<file path="src/include/smcc_cfg.svh">
// constants for the shunt monitor conversion control block
`ifndef SMCC_CFG_SVH
`define SMCC_CFG_SVH
// =====================================================================
// configuration word layout and power-up values
`define SMCC_CFG_RST_BIT 15
`define SMCC_CFG_BRNG_BIT 13
`define SMCC_CFG_PGA_HI 12
`define SMCC_CFG_PGA_LO 11
`define SMCC_CFG_BUS_AVG_RES_FIELD_HI 10
`define SMCC_CFG_BUS_AVG_RES_FIELD_LO 7
`define SMCC_CFG_SHUNT_AVG_RES_FIELD_HI 6
`define SMCC_CFG_SHUNT_AVG_RES_FIELD_LO 3
`define SMCC_CFG_MODE_HI 2
`define SMCC_CFG_MODE_LO 0
`define SMCC_CFG_RESET_VAL 16'h399f
`define SMCC_CAL_RESET_VAL 16'h0000
// =====================================================================
// operating mode codes
`define SMCC_MODE_PD 3'h0
`define SMCC_MODE_SH_TRIG 3'h1
`define SMCC_MODE_BUS_TRIG 3'h2
`define SMCC_MODE_BOTH_TRIG 3'h3
`define SMCC_MODE_OFF 3'h4
`define SMCC_MODE_BOTH_CONT 3'h7
// =====================================================================
// timing: clock in kHz, times in ns
`define SMCC_CLK_KHZ 25000
`define SMCC_TRIG_MIN_NS 4000
`define SMCC_PD_RECOVER_NS 40000
`define SMCC_TRIG_CYC ((`SMCC_TRIG_MIN_NS * `SMCC_CLK_KHZ + 999999) / 1000000)
`define SMCC_REC_CYC ((`SMCC_PD_RECOVER_NS * `SMCC_CLK_KHZ + 999999) / 1000000)
// =====================================================================
// scaling
`define SMCC_SH_FS_BASE 4000
`define SMCC_BUS_FS_16V 4000
`define SMCC_BUS_FS_32V 8000
`define SMCC_CUR_SHIFT 12
`define SMCC_PWR_DIV 5000
`define SMCC_CUR_MAX 32767
`endif

</file>
<file path="src/include/smcc_pkg.sv">
// types for the shunt monitor conversion control block
package smcc_pkg;
    typedef enum logic [2:0] {
        ST_IDLE,
        ST_SH_REQ,
        ST_SH_WAIT,
        ST_BUS_REQ,
        ST_BUS_WAIT,
        ST_MATH,
        ST_MWAIT
    } smcc_state_t;
    typedef logic [2:0] smcc_mode_t;
endpackage : smcc_pkg

</file>
<file path="src/logic/smcc_math.sv">
// current and power scaling engine
`timescale 1ns/1ns
`include "smcc_cfg.svh"
module smcc_math (
    // clock and reset
    input wire logic clk_sys,
    input wire logic arst_n,
    // request
    input wire logic start,
    input wire logic clear,
    input wire logic [15:0] shunt,
    input wire logic [12:0] bus,
    input wire logic [15:0] cal,
    // results
    output logic [15:0] current,
    output logic [15:0] power,
    output logic done
);
    logic [15:0] cur_q, cur_d, pwr_q, pwr_d;
    logic done_q, done_d;
    logic signed [33:0] prod;
    logic signed [33:0] scaled;
    logic signed [15:0] cur_w;
    logic [15:0] mag;
    logic [28:0] pprod;
    logic [28:0] pquot;

    // =================================================================
    // scaling
    always_comb begin
        prod = $signed({{18{shunt[15]}}, shunt}) * $signed({18'h00000, cal});
        scaled = prod >>> `SMCC_CUR_SHIFT;
        // saturate at the largest positive code and its mirror
        if (scaled > 34'sd32767) begin
            cur_w = 16'sd32767;
        end else if (scaled < -34'sd32767) begin
            cur_w = -16'sd32767;
        end else begin
            cur_w = scaled[15:0];
        end
        mag = cur_w[15] ? 16'(-cur_w) : cur_w;
        // bus code weight is fixed, so power lsb is twenty current lsbs
        pprod = 29'(mag * bus);
        pquot = pprod / 29'(`SMCC_PWR_DIV);
        cur_d = cur_q;
        pwr_d = pwr_q;
        done_d = 1'b0;
        if (clear) begin
            cur_d = 16'h0000;
            pwr_d = 16'h0000;
        end else if (start) begin
            // an unprogrammed calibration yields zero results
            cur_d = cur_w;
            pwr_d = (pquot > 29'h000ffff) ? 16'hffff : pquot[15:0];
            done_d = 1'b1;
        end
    end

    always_ff @(posedge clk_sys or negedge arst_n) begin
        if (!arst_n) begin
            cur_q <= 16'h0000;
            pwr_q <= 16'h0000;
            done_q <= 1'b0;
        end else begin
            cur_q <= cur_d;
            pwr_q <= pwr_d;
            done_q <= done_d;
        end
    end

    assign current = cur_q;
    assign power = pwr_q;
    assign done = done_q;
endmodule : smcc_math

</file>
<file path="src/logic/smcc_core.sv">
// conversion sequencing, trigger, ready flag and results
// =====================================================================
// How it works
// - continuous mode repeats shunt conversions per averaging
// - then bus conversions per bus averaging
// - modes: shunt/bus only, continuous or triggered
// - current and power computed in background
// - power-down cuts input current; wait recovery
// - converter-off mode halts all conversion
// - convert pin low for minimum starts conversion
// - convert pin ignored while conversion runs
// - triggered conversions also honour averaging counts
// - triggered mode write with pin low fires
// - results hold until next completed conversion
// - ready flag set after math completes
// - ready clears: config write except to power-down or off, status read, pin
// - shunt gain selects one to eight range
// - bus range selectable sixteen or thirty-two volts
// - power-up defaults: widest gain, continuous both
// - current and power need programmed calibration
// - all registers volatile, defaults at power-up
// - fixed bus lsb; power lsb twenty current
// - current result saturates at largest code
// - shunt and bus sampled at different times
// - software or general call reset restores defaults
`timescale 1ns/1ns
`include "smcc_cfg.svh"
module smcc_core (
    // clock and reset
    input wire logic clk_sys,
    input wire logic arst_n,
    // register access from the serial slave
    input wire logic cfg_wr,
    input wire logic [15:0] cfg_wdata,
    input wire logic cal_wr,
    input wire logic [15:0] cal_wdata,
    input wire logic stat_rd,
    input wire logic gen_call_rst,
    // convert pin, active low, asynchronous
    input wire logic convert_n,
    // converter handshake
    input wire logic adc_done,
    input wire logic [15:0] adc_code,
    output logic adc_start,
    output logic adc_sel_bus,
    // analog front end control
    output logic sense_enable,
    output logic [1:0] shunt_gain_sel,
    output logic bus_range_32v,
    output logic meas_ready,
    // register contents
    output logic [15:0] cfg_value,
    output logic [15:0] cal_value,
    output logic [15:0] shunt_result,
    output logic [12:0] bus_result,
    output logic [15:0] current_result,
    output logic [15:0] power_result,
    output logic conversion_ready_flag
);
    localparam logic [6:0] TRIG_LAST = 7'(`SMCC_TRIG_CYC - 1);
    localparam logic [9:0] REC_CYC = 10'(`SMCC_REC_CYC);

    logic [15:0] cfg_q, cfg_d, cal_q, cal_d;
    logic conv_s1_q, conv_s2_q, armed_q, armed_d;
    logic [6:0] low_cnt_q, low_cnt_d;
    logic [9:0] rec_q, rec_d;
    smcc_pkg::smcc_state_t state_q, state_d;
    logic [7:0] cnt_q, cnt_d;
    logic signed [22:0] acc_q, acc_d;
    logic [15:0] shunt_q, shunt_d;
    logic [12:0] bus_q, bus_d;
    logic pend_q, pend_d, flag_q, flag_d;
    smcc_pkg::smcc_mode_t mode, new_mode;
    logic soft_rst, halt, cont, trig_mode, busy, pin_fire, wr_fire;
    logic cfg_clr, set_flag, math_go, math_done;
    logic [3:0] fld;
    logic [7:0] last_w;
    logic [2:0] shift_w;
    logic signed [22:0] sum_w, avg_w, lim_w;

    // =================================================================
    // configuration and calibration
    assign mode = cfg_q[`SMCC_CFG_MODE_HI:`SMCC_CFG_MODE_LO];
    assign new_mode = cfg_wdata[`SMCC_CFG_MODE_HI:`SMCC_CFG_MODE_LO];
    assign soft_rst = gen_call_rst | (cfg_wr & cfg_wdata[`SMCC_CFG_RST_BIT]);

    always_comb begin
        cfg_d = cfg_q;
        cal_d = cal_q;
        if (soft_rst) begin
            cfg_d = `SMCC_CFG_RESET_VAL;
            cal_d = `SMCC_CAL_RESET_VAL;
        end else begin
            if (cfg_wr) begin
                cfg_d = cfg_wdata;
            end
            if (cal_wr) begin
                cal_d = cal_wdata;
            end
        end
    end

    always_ff @(posedge clk_sys or negedge arst_n) begin
        if (!arst_n) begin
            // defaults: 12-bit, 320 mV gain, 32 V range, both continuous
            cfg_q <= `SMCC_CFG_RESET_VAL;
            cal_q <= `SMCC_CAL_RESET_VAL;
        end else begin
            cfg_q <= cfg_d;
            cal_q <= cal_d;
        end
    end

    assign halt = (mode == `SMCC_MODE_PD) || (mode == `SMCC_MODE_OFF);
    assign cont = mode[2] && (mode[1:0] != 2'b00);
    assign trig_mode = !mode[2] && (mode[1:0] != 2'b00);
    assign cfg_clr = cfg_wr && !soft_rst && (new_mode != `SMCC_MODE_PD)
        && (new_mode != `SMCC_MODE_OFF);
    assign wr_fire = cfg_wr && !soft_rst && !new_mode[2] && (new_mode[1:0] != 2'b00)
        && !conv_s2_q;

    // =================================================================
    // convert pin: two-stage synchroniser and low-time qualifier
    assign busy = (state_q != smcc_pkg::ST_IDLE) || pend_q;
    assign pin_fire = trig_mode && !busy && armed_q && !conv_s2_q
        && (low_cnt_q == TRIG_LAST);

    always_comb begin
        low_cnt_d = low_cnt_q;
        armed_d = armed_q;
        // the pin must be seen high after a conversion before it re-arms,
        // so a low held through a whole conversion cannot fire twice
        if (busy || conv_s2_q || !armed_q) begin
            low_cnt_d = 7'h00;
        end else if (low_cnt_q != TRIG_LAST) begin
            low_cnt_d = low_cnt_q + 7'h01;
        end
        if (busy) begin
            armed_d = 1'b0;
        end else if (conv_s2_q) begin
            armed_d = 1'b1;
        end else if (pin_fire) begin
            armed_d = 1'b0;
        end
    end

    always_ff @(posedge clk_sys or negedge arst_n) begin
        if (!arst_n) begin
            conv_s1_q <= 1'b1;
            conv_s2_q <= 1'b1;
            armed_q <= 1'b0;
            low_cnt_q <= 7'h00;
        end else begin
            conv_s1_q <= convert_n;
            conv_s2_q <= conv_s1_q;
            armed_q <= armed_d;
            low_cnt_q <= low_cnt_d;
        end
    end

    // =================================================================
    // power-down recovery
    always_comb begin
        if (mode == `SMCC_MODE_PD) begin
            rec_d = REC_CYC;
        end else if (rec_q != 10'h000) begin
            rec_d = rec_q - 10'h001;
        end else begin
            rec_d = rec_q;
        end
    end

    always_ff @(posedge clk_sys or negedge arst_n) begin
        if (!arst_n) begin
            rec_q <= 10'h000;
        end else begin
            rec_q <= rec_d;
        end
    end

    assign meas_ready = (rec_q == 10'h000) && (mode != `SMCC_MODE_PD);
    assign sense_enable = (mode != `SMCC_MODE_PD);
    assign shunt_gain_sel = cfg_q[`SMCC_CFG_PGA_HI:`SMCC_CFG_PGA_LO];
    assign bus_range_32v = cfg_q[`SMCC_CFG_BRNG_BIT];

    // =================================================================
    // sequencer, averaging and result registers
    always_comb begin
        fld = (state_q == smcc_pkg::ST_SH_WAIT)
            ? cfg_q[`SMCC_CFG_SHUNT_AVG_RES_FIELD_HI:`SMCC_CFG_SHUNT_AVG_RES_FIELD_LO]
            : cfg_q[`SMCC_CFG_BUS_AVG_RES_FIELD_HI:`SMCC_CFG_BUS_AVG_RES_FIELD_LO];
        // averaging codes take 2**n samples; resolution codes take one
        last_w = fld[3] ? 8'((9'h001 << fld[2:0]) - 9'h001) : 8'h00;
        shift_w = fld[3] ? fld[2:0] : 3'h0;
        sum_w = acc_q + {{7{adc_code[15]}}, adc_code};
        avg_w = sum_w >>> shift_w;
        if (state_q == smcc_pkg::ST_SH_WAIT) begin
            lim_w = 23'(`SMCC_SH_FS_BASE) << shunt_gain_sel;
        end else if (bus_range_32v) begin
            lim_w = 23'(`SMCC_BUS_FS_32V);
        end else begin
            lim_w = 23'(`SMCC_BUS_FS_16V);
        end
        state_d = state_q;
        cnt_d = cnt_q;
        acc_d = acc_q;
        shunt_d = shunt_q;
        bus_d = bus_q;
        pend_d = pend_q;
        adc_start = 1'b0;
        math_go = 1'b0;
        set_flag = 1'b0;
        unique case (state_q)
            smcc_pkg::ST_IDLE: begin
                if ((pend_q || cont) && meas_ready && !halt) begin
                    pend_d = 1'b0;
                    cnt_d = 8'h00;
                    acc_d = 23'sd0;
                    state_d = mode[0] ? smcc_pkg::ST_SH_REQ : smcc_pkg::ST_BUS_REQ;
                end
            end
            smcc_pkg::ST_SH_REQ: begin
                adc_start = 1'b1;
                state_d = smcc_pkg::ST_SH_WAIT;
            end
            smcc_pkg::ST_SH_WAIT: begin
                if (adc_done) begin
                    acc_d = sum_w;
                    cnt_d = cnt_q + 8'h01;
                    state_d = smcc_pkg::ST_SH_REQ;
                    if (cnt_q == last_w) begin
                        // result only replaced once the full average is in
                        if (avg_w > lim_w) begin
                            shunt_d = lim_w[15:0];
                        end else if (avg_w < -lim_w) begin
                            shunt_d = 16'(-lim_w);
                        end else begin
                            shunt_d = avg_w[15:0];
                        end
                        cnt_d = 8'h00;
                        acc_d = 23'sd0;
                        // bus is sampled only after all shunt samples
                        state_d = mode[1] ? smcc_pkg::ST_BUS_REQ : smcc_pkg::ST_MATH;
                    end
                end
            end
            smcc_pkg::ST_BUS_REQ: begin
                adc_start = 1'b1;
                state_d = smcc_pkg::ST_BUS_WAIT;
            end
            smcc_pkg::ST_BUS_WAIT: begin
                if (adc_done) begin
                    acc_d = sum_w;
                    cnt_d = cnt_q + 8'h01;
                    state_d = smcc_pkg::ST_BUS_REQ;
                    if (cnt_q == last_w) begin
                        if (avg_w > lim_w) begin
                            bus_d = lim_w[12:0];
                        end else if (avg_w < 23'sd0) begin
                            bus_d = 13'h0000;
                        end else begin
                            bus_d = avg_w[12:0];
                        end
                        cnt_d = 8'h00;
                        acc_d = 23'sd0;
                        state_d = smcc_pkg::ST_MATH;
                    end
                end
            end
            smcc_pkg::ST_MATH: begin
                // scaling runs after sampling ends, costing no converter time
                math_go = 1'b1;
                state_d = smcc_pkg::ST_MWAIT;
            end
            smcc_pkg::ST_MWAIT: begin
                if (math_done) begin
                    set_flag = 1'b1;
                    state_d = smcc_pkg::ST_IDLE;
                end
            end
        endcase
        if (cfg_wr || halt) begin
            state_d = smcc_pkg::ST_IDLE;
            pend_d = 1'b0;
        end
        if (pin_fire || wr_fire) begin
            pend_d = 1'b1;
        end
        if (soft_rst) begin
            state_d = smcc_pkg::ST_IDLE;
            pend_d = 1'b0;
            shunt_d = 16'h0000;
            bus_d = 13'h0000;
        end
    end

    always_ff @(posedge clk_sys or negedge arst_n) begin
        if (!arst_n) begin
            state_q <= smcc_pkg::ST_IDLE;
            cnt_q <= 8'h00;
            acc_q <= 23'sd0;
            shunt_q <= 16'h0000;
            bus_q <= 13'h0000;
            pend_q <= 1'b0;
        end else begin
            state_q <= state_d;
            cnt_q <= cnt_d;
            acc_q <= acc_d;
            shunt_q <= shunt_d;
            bus_q <= bus_d;
            pend_q <= pend_d;
        end
    end

    assign adc_sel_bus = (state_q == smcc_pkg::ST_BUS_REQ);

    // =================================================================
    // conversion ready flag: a set in the clearing cycle wins, except over soft reset
    always_comb begin
        if (soft_rst) begin
            flag_d = 1'b0;
        end else if (set_flag) begin
            flag_d = 1'b1;
        end else if (stat_rd || cfg_clr || pin_fire) begin
            flag_d = 1'b0;
        end else begin
            flag_d = flag_q;
        end
    end

    always_ff @(posedge clk_sys or negedge arst_n) begin
        if (!arst_n) begin
            flag_q <= 1'b0;
        end else begin
            flag_q <= flag_d;
        end
    end

    smcc_math u_math (
        .clk_sys(clk_sys),
        .arst_n(arst_n),
        .start(math_go),
        .clear(soft_rst),
        .shunt(shunt_q),
        .bus(bus_q),
        .cal(cal_q),
        .current(current_result),
        .power(power_result),
        .done(math_done)
    );

    assign cfg_value = cfg_q;
    assign cal_value = cal_q;
    assign shunt_result = shunt_q;
    assign bus_result = bus_q;
    assign conversion_ready_flag = flag_q;
endmodule : smcc_core

</file>
<file path="config.mk">
export PLATFORM = sky130hd
export DESIGN_NAME = smcc_core
export DESIGN_NICKNAME = d
export VERILOG_FILES = /design/src/include/smcc_pkg.sv /design/src/logic/smcc_math.sv /design/src/logic/smcc_core.sv
export VERILOG_INCLUDE_DIRS = /design/src /design/src/include
export SDC_FILE = /design/constraint.sdc
export NUM_CORES = 2
export LEC_CHECK = 0
export ABC_CLOCK_PERIOD_IN_PS = 37200
export BUFFER_PORTS_ARGS = -buffer_cell sky130_fd_sc_hd__buf_2
export CORE_MARGIN = 5
export CORE_UTILIZATION = 60
export CTS_BUF_LIST = sky130_fd_sc_hd__clkbuf_2 sky130_fd_sc_hd__clkbuf_4 sky130_fd_sc_hd__clkbuf_8
export DETAILED_ROUTE_END_ITERATION = 10
export GPL_TIMING_DRIVEN = 0
export PLACE_DENSITY = 0.78
export RECOVER_POWER = 50
export SETUP_SLACK_MARGIN = 0.3
export SLEW_MARGIN = 5
export SYNTH_ARGS = -nofsm -noshare
export SYNTH_HDL_FRONTEND = slang
export SYNTH_SLANG_ARGS = --single-unit
</file>
<file path="constraint.sdc">
create_clock -name clk_sys -period 37.2 [get_ports clk_sys]
set_input_delay 1.86 -clock clk_sys [delete_from_list [all_inputs] [get_ports clk_sys]]
set_output_delay 1.86 -clock clk_sys [all_outputs]
set_load 0.05 [all_outputs]
</file>
==> metrics.log <==
INFO  metric status = finished, violations left
INFO  metric violations = capacitance limit, slew limit
INFO  metric relSlewSlack = -199%
INFO  metric die_area = 56,500 um^2
INFO  metric clock_skew = 20.8 ps
INFO  metric synth.yosys.warnings = 0
INFO  metric numPlacedInstances = 4,581
INFO  metric drc = 0
INFO  metric global_route.usage.total = 30.6%
INFO  metric synth-edff-count = 0
INFO  metric drtIter0Drc = 2,474
INFO  metric grt.overflow.total = 0
INFO  metric crit_slowest_cell = a2111oi_1
INFO  metric critical_path_launch_point_type = flop
INFO  metric drv.max_cap_violation_count = 2
INFO  metric timing.final.crit_period = 34,620 ps
INFO  metric final-seq-area = 3770 um^2
INFO  metric clk_transition_reported_paths = 100 ps
INFO  metric layout.nets = 4,565
INFO  metric syn_avg_cell_area = 8.33 um^2
INFO  metric filler_cell_count = 4,470
INFO  metric grt_pass1_vias = 28,000
INFO  metric numCtsBuffers = 17
INFO  metric yosys.cell_types.count = 135
INFO  metric vias_per_cell = 6.13
INFO  metric crit_path_max_fanout = 10
INFO  metric worstPathRequired = 37,600 ps
INFO  metric worst_pin_slew = 4490 ps
INFO  metric multi_input_combinational_cell_area = 24,900 um^2
INFO  metric routed_wire_length_per_instance = 18.7 um
INFO  metric ys_seq_elements = 150
INFO  metric setup_tns = 0 ps
INFO  metric fin_ws = 2580 ps
INFO  metric ios = 157
INFO  metric yosys_most_used_dff = dfrtp_1
INFO  metric initial_antenna_violation_count = 0
INFO  metric dr_total_vias = 28,300
INFO  metric maximum_cell_stage_delay_along_the_critical_path = 780 ps
INFO  metric yosys-top-cells-count = inv_1, nand2_1, fa_1
INFO  metric holdCritPathClass = flop to flop
INFO  metric cp.arrival = 35,020 ps
INFO  metric finalHoldViolations = 0
INFO  metric hold_buffers = 0
INFO  metric unrepaired_setup_endpoints_after_global_routing = false
INFO  metric postRouteWirelength = 86.5 mm
INFO  metric path_class = flop to flop
INFO  metric place.port_buffers = 155
INFO  metric cts.sinks = 150
INFO  metric final_core_utilization = 64.8%
INFO  metric synth_to_layout_area_growth = 6.90%
INFO  metric report.final.slew_viol_count = 153
INFO  metric tritoncts = done
INFO  metric async_reset_ff_share = 100%
INFO  metric yosysSeqAreaShare = 12.1%
INFO  metric worst_skew_pair.late_latency = 530 ps
INFO  metric post_detailed_placement_half_perimeter_wirelength = 69.1 mm
INFO  metric timing.final.crit_share = 93.1%
INFO  metric timing.final.setup_violations = 0
INFO  metric yosysMostFrequentCell = inv_1
INFO  metric gp_congestion = 0.975
INFO  metric layout-drive-gt1-share = 9.30%
INFO  metric drt-pass1-iter-count = 6
INFO  metric design.core.area = 51,300 um^2
INFO  metric floorplan.die.height = 238 um
INFO  metric clock-root-buffer = clkbuf_8
INFO  metric grt_max_degree = 86
INFO  metric instances_no_fill = 4,620
INFO  metric preCtsSetupSlack = 2070 ps
INFO  metric grt_pass1_wl = 142 mm
INFO  metric h-tree-depth = 4
INFO  metric maxClockFrequency = 28.9 MHz
INFO  metric post_synth_top_area_share = 22.4%
INFO  metric synth.cell_area = 31,100 um^2
INFO  metric initial_core_util = 60.6%
INFO  metric cell_rows = 83
INFO  metric netlist.top_cell.by_area = fa_1
INFO  metric clk_path_buf_depth = 2
INFO  metric drtAntennaViolNets = 0
INFO  metric timing.critical_path.mode_cell = fa_1
INFO  metric synthTopCellsByArea = fa_1, dfrtp_1, ha_1
INFO  metric cp-end-kind = flop
INFO  metric post_synth_inst_count = 3,733
INFO  metric die_x = 238 um
[worst max-delay path: cells and delay by family (launching register included)]
family | cells | cell delay, ps
fa+ha+maj | 14 | 6220
simple gates | 23 | 4300
compound gates | 61 | 16660
flops | 1 | 650
mux | 8 | 2810
xor+xnor | 3 | 920
buf+inv | 13 | 2890
[path summary, 6_finish.rpt]
check | from | endpoint | slack [ps] | cells past startpoint
max in group asynchronous | arst_n | u_math.current[9] | 29070 | 2
min reg2reg | conv_s1_q | conv_s2_q | 360 | 0
max | cal_value[8] | u_math.power[0] | 2580 | 122
max reg2reg | cal_value[8] | u_math.power[0] | 2580 | 122
min in group asynchronous | arst_n | cnt_q[7] | 2940 | 1
min | conv_s1_q | conv_s2_q | 360 | 0
[cell type report]
cell class,count,area share (%)
well taps,680,2.56
plain buffers,163,2.19
clock buffers,18,0.727
repair buffers,160,2.43
clock inverters,14,0.467
multi-input cells,2967,75.0
flip-flops and latches,150,11.3
inverters,465,5.25
diodes,3,0.0226
[routing by layer]
metal | wire length [um] | vias to the layer above | share of wire [%] | track usage, %
met3 | 7790 | 211 | 9.0 | 6.75
li1 | - | 13100 | - | -
met2 | 39300 | 1266 | 45 | 49.2
met1 | 36600 | 13800 | 42 | 41.7
met4 | 2770 | 0 | 3.2 | 9.55
met5 | 0 | - | 0 | 0
[timing repair]
action	CTS	global route
endpoints found under the setup margin	0	2
resized for setup	0	8
setup buffers	0	4
[per-stage QoR]
stage | hold WS [ps] | instance area, um^2
floorplan | 345 | 31100
global placement | 346 | 32800
detailed placement | 347 | 32800
CTS | 362 | 33200
global route | 370 | 33200
finish | 361 | 33200
[sequential cells by signal, indices dropped and copies added (netlist names)]
name and count:
cnt_q 8, armed_q 1, conversion_ready_flag 1, conv_s2_q 1, state_q 3, cfg_value 16, conv_s1_q 1, acc_q 23
rec_q 10, shunt_result 16, bus_result 13, pend_q 1, cal_value 16, u_math.done 1, u_math.power 16, u_math.current 16
low_cnt_q 7
[logic make-up (layout without fill, tap and decap cells)]
| logic type | count (synthesis) | count (layout) | share of synthesized area [%] |
|---|---|---|---|
| simple gates | 1275 | 1275 | 20.4 |
| buf+inv | 628 | 820 | 7.95 |
| flops | 150 | 150 | 12.1 |
| other cells | 2 | 17 | 0.0242 |
| xor+xnor | 180 | 180 | 5.24 |
| fa+ha+maj | 595 | 595 | 32.3 |
| mux | 81 | 81 | 2.76 |
| compound gates | 822 | 822 | 19.2 |
[cell usage in the layout (no fill, tap or decap), drive strengths merged, types with 16 or more instances in the layout]
| cell type | n |
|---|---|
| o21ai | 150 |
| nor2b | 32 |
| fa | 348 |
| o21a | 31 |
| ha | 237 |
| a21o | 36 |
| and3 | 29 |
| nor3 | 68 |
| nand4 | 23 |
| xor2 | 53 |
| nor4 | 19 |
| dfrtp | 138 |
| xnor2 | 127 |
| a31oi | 35 |
| o21bai | 25 |
| o22ai | 16 |
| nor2 | 252 |
| o31ai | 16 |
| a21oi | 187 |
| nand2 | 412 |
| clkbuf | 144 |
| a211oi | 50 |
| mux2i | 66 |
| or3 | 20 |
| buf | 196 |
| inv | 474 |
| a22o | 47 |
| nand2b | 38 |
| or2 | 31 |
| and2 | 247 |
| o211ai | 32 |
| nand3 | 65 |
Power is left out: the tool's default activity adds up to more than one toggle a clock period on the data nets, which glitch-free logic cannot reach.
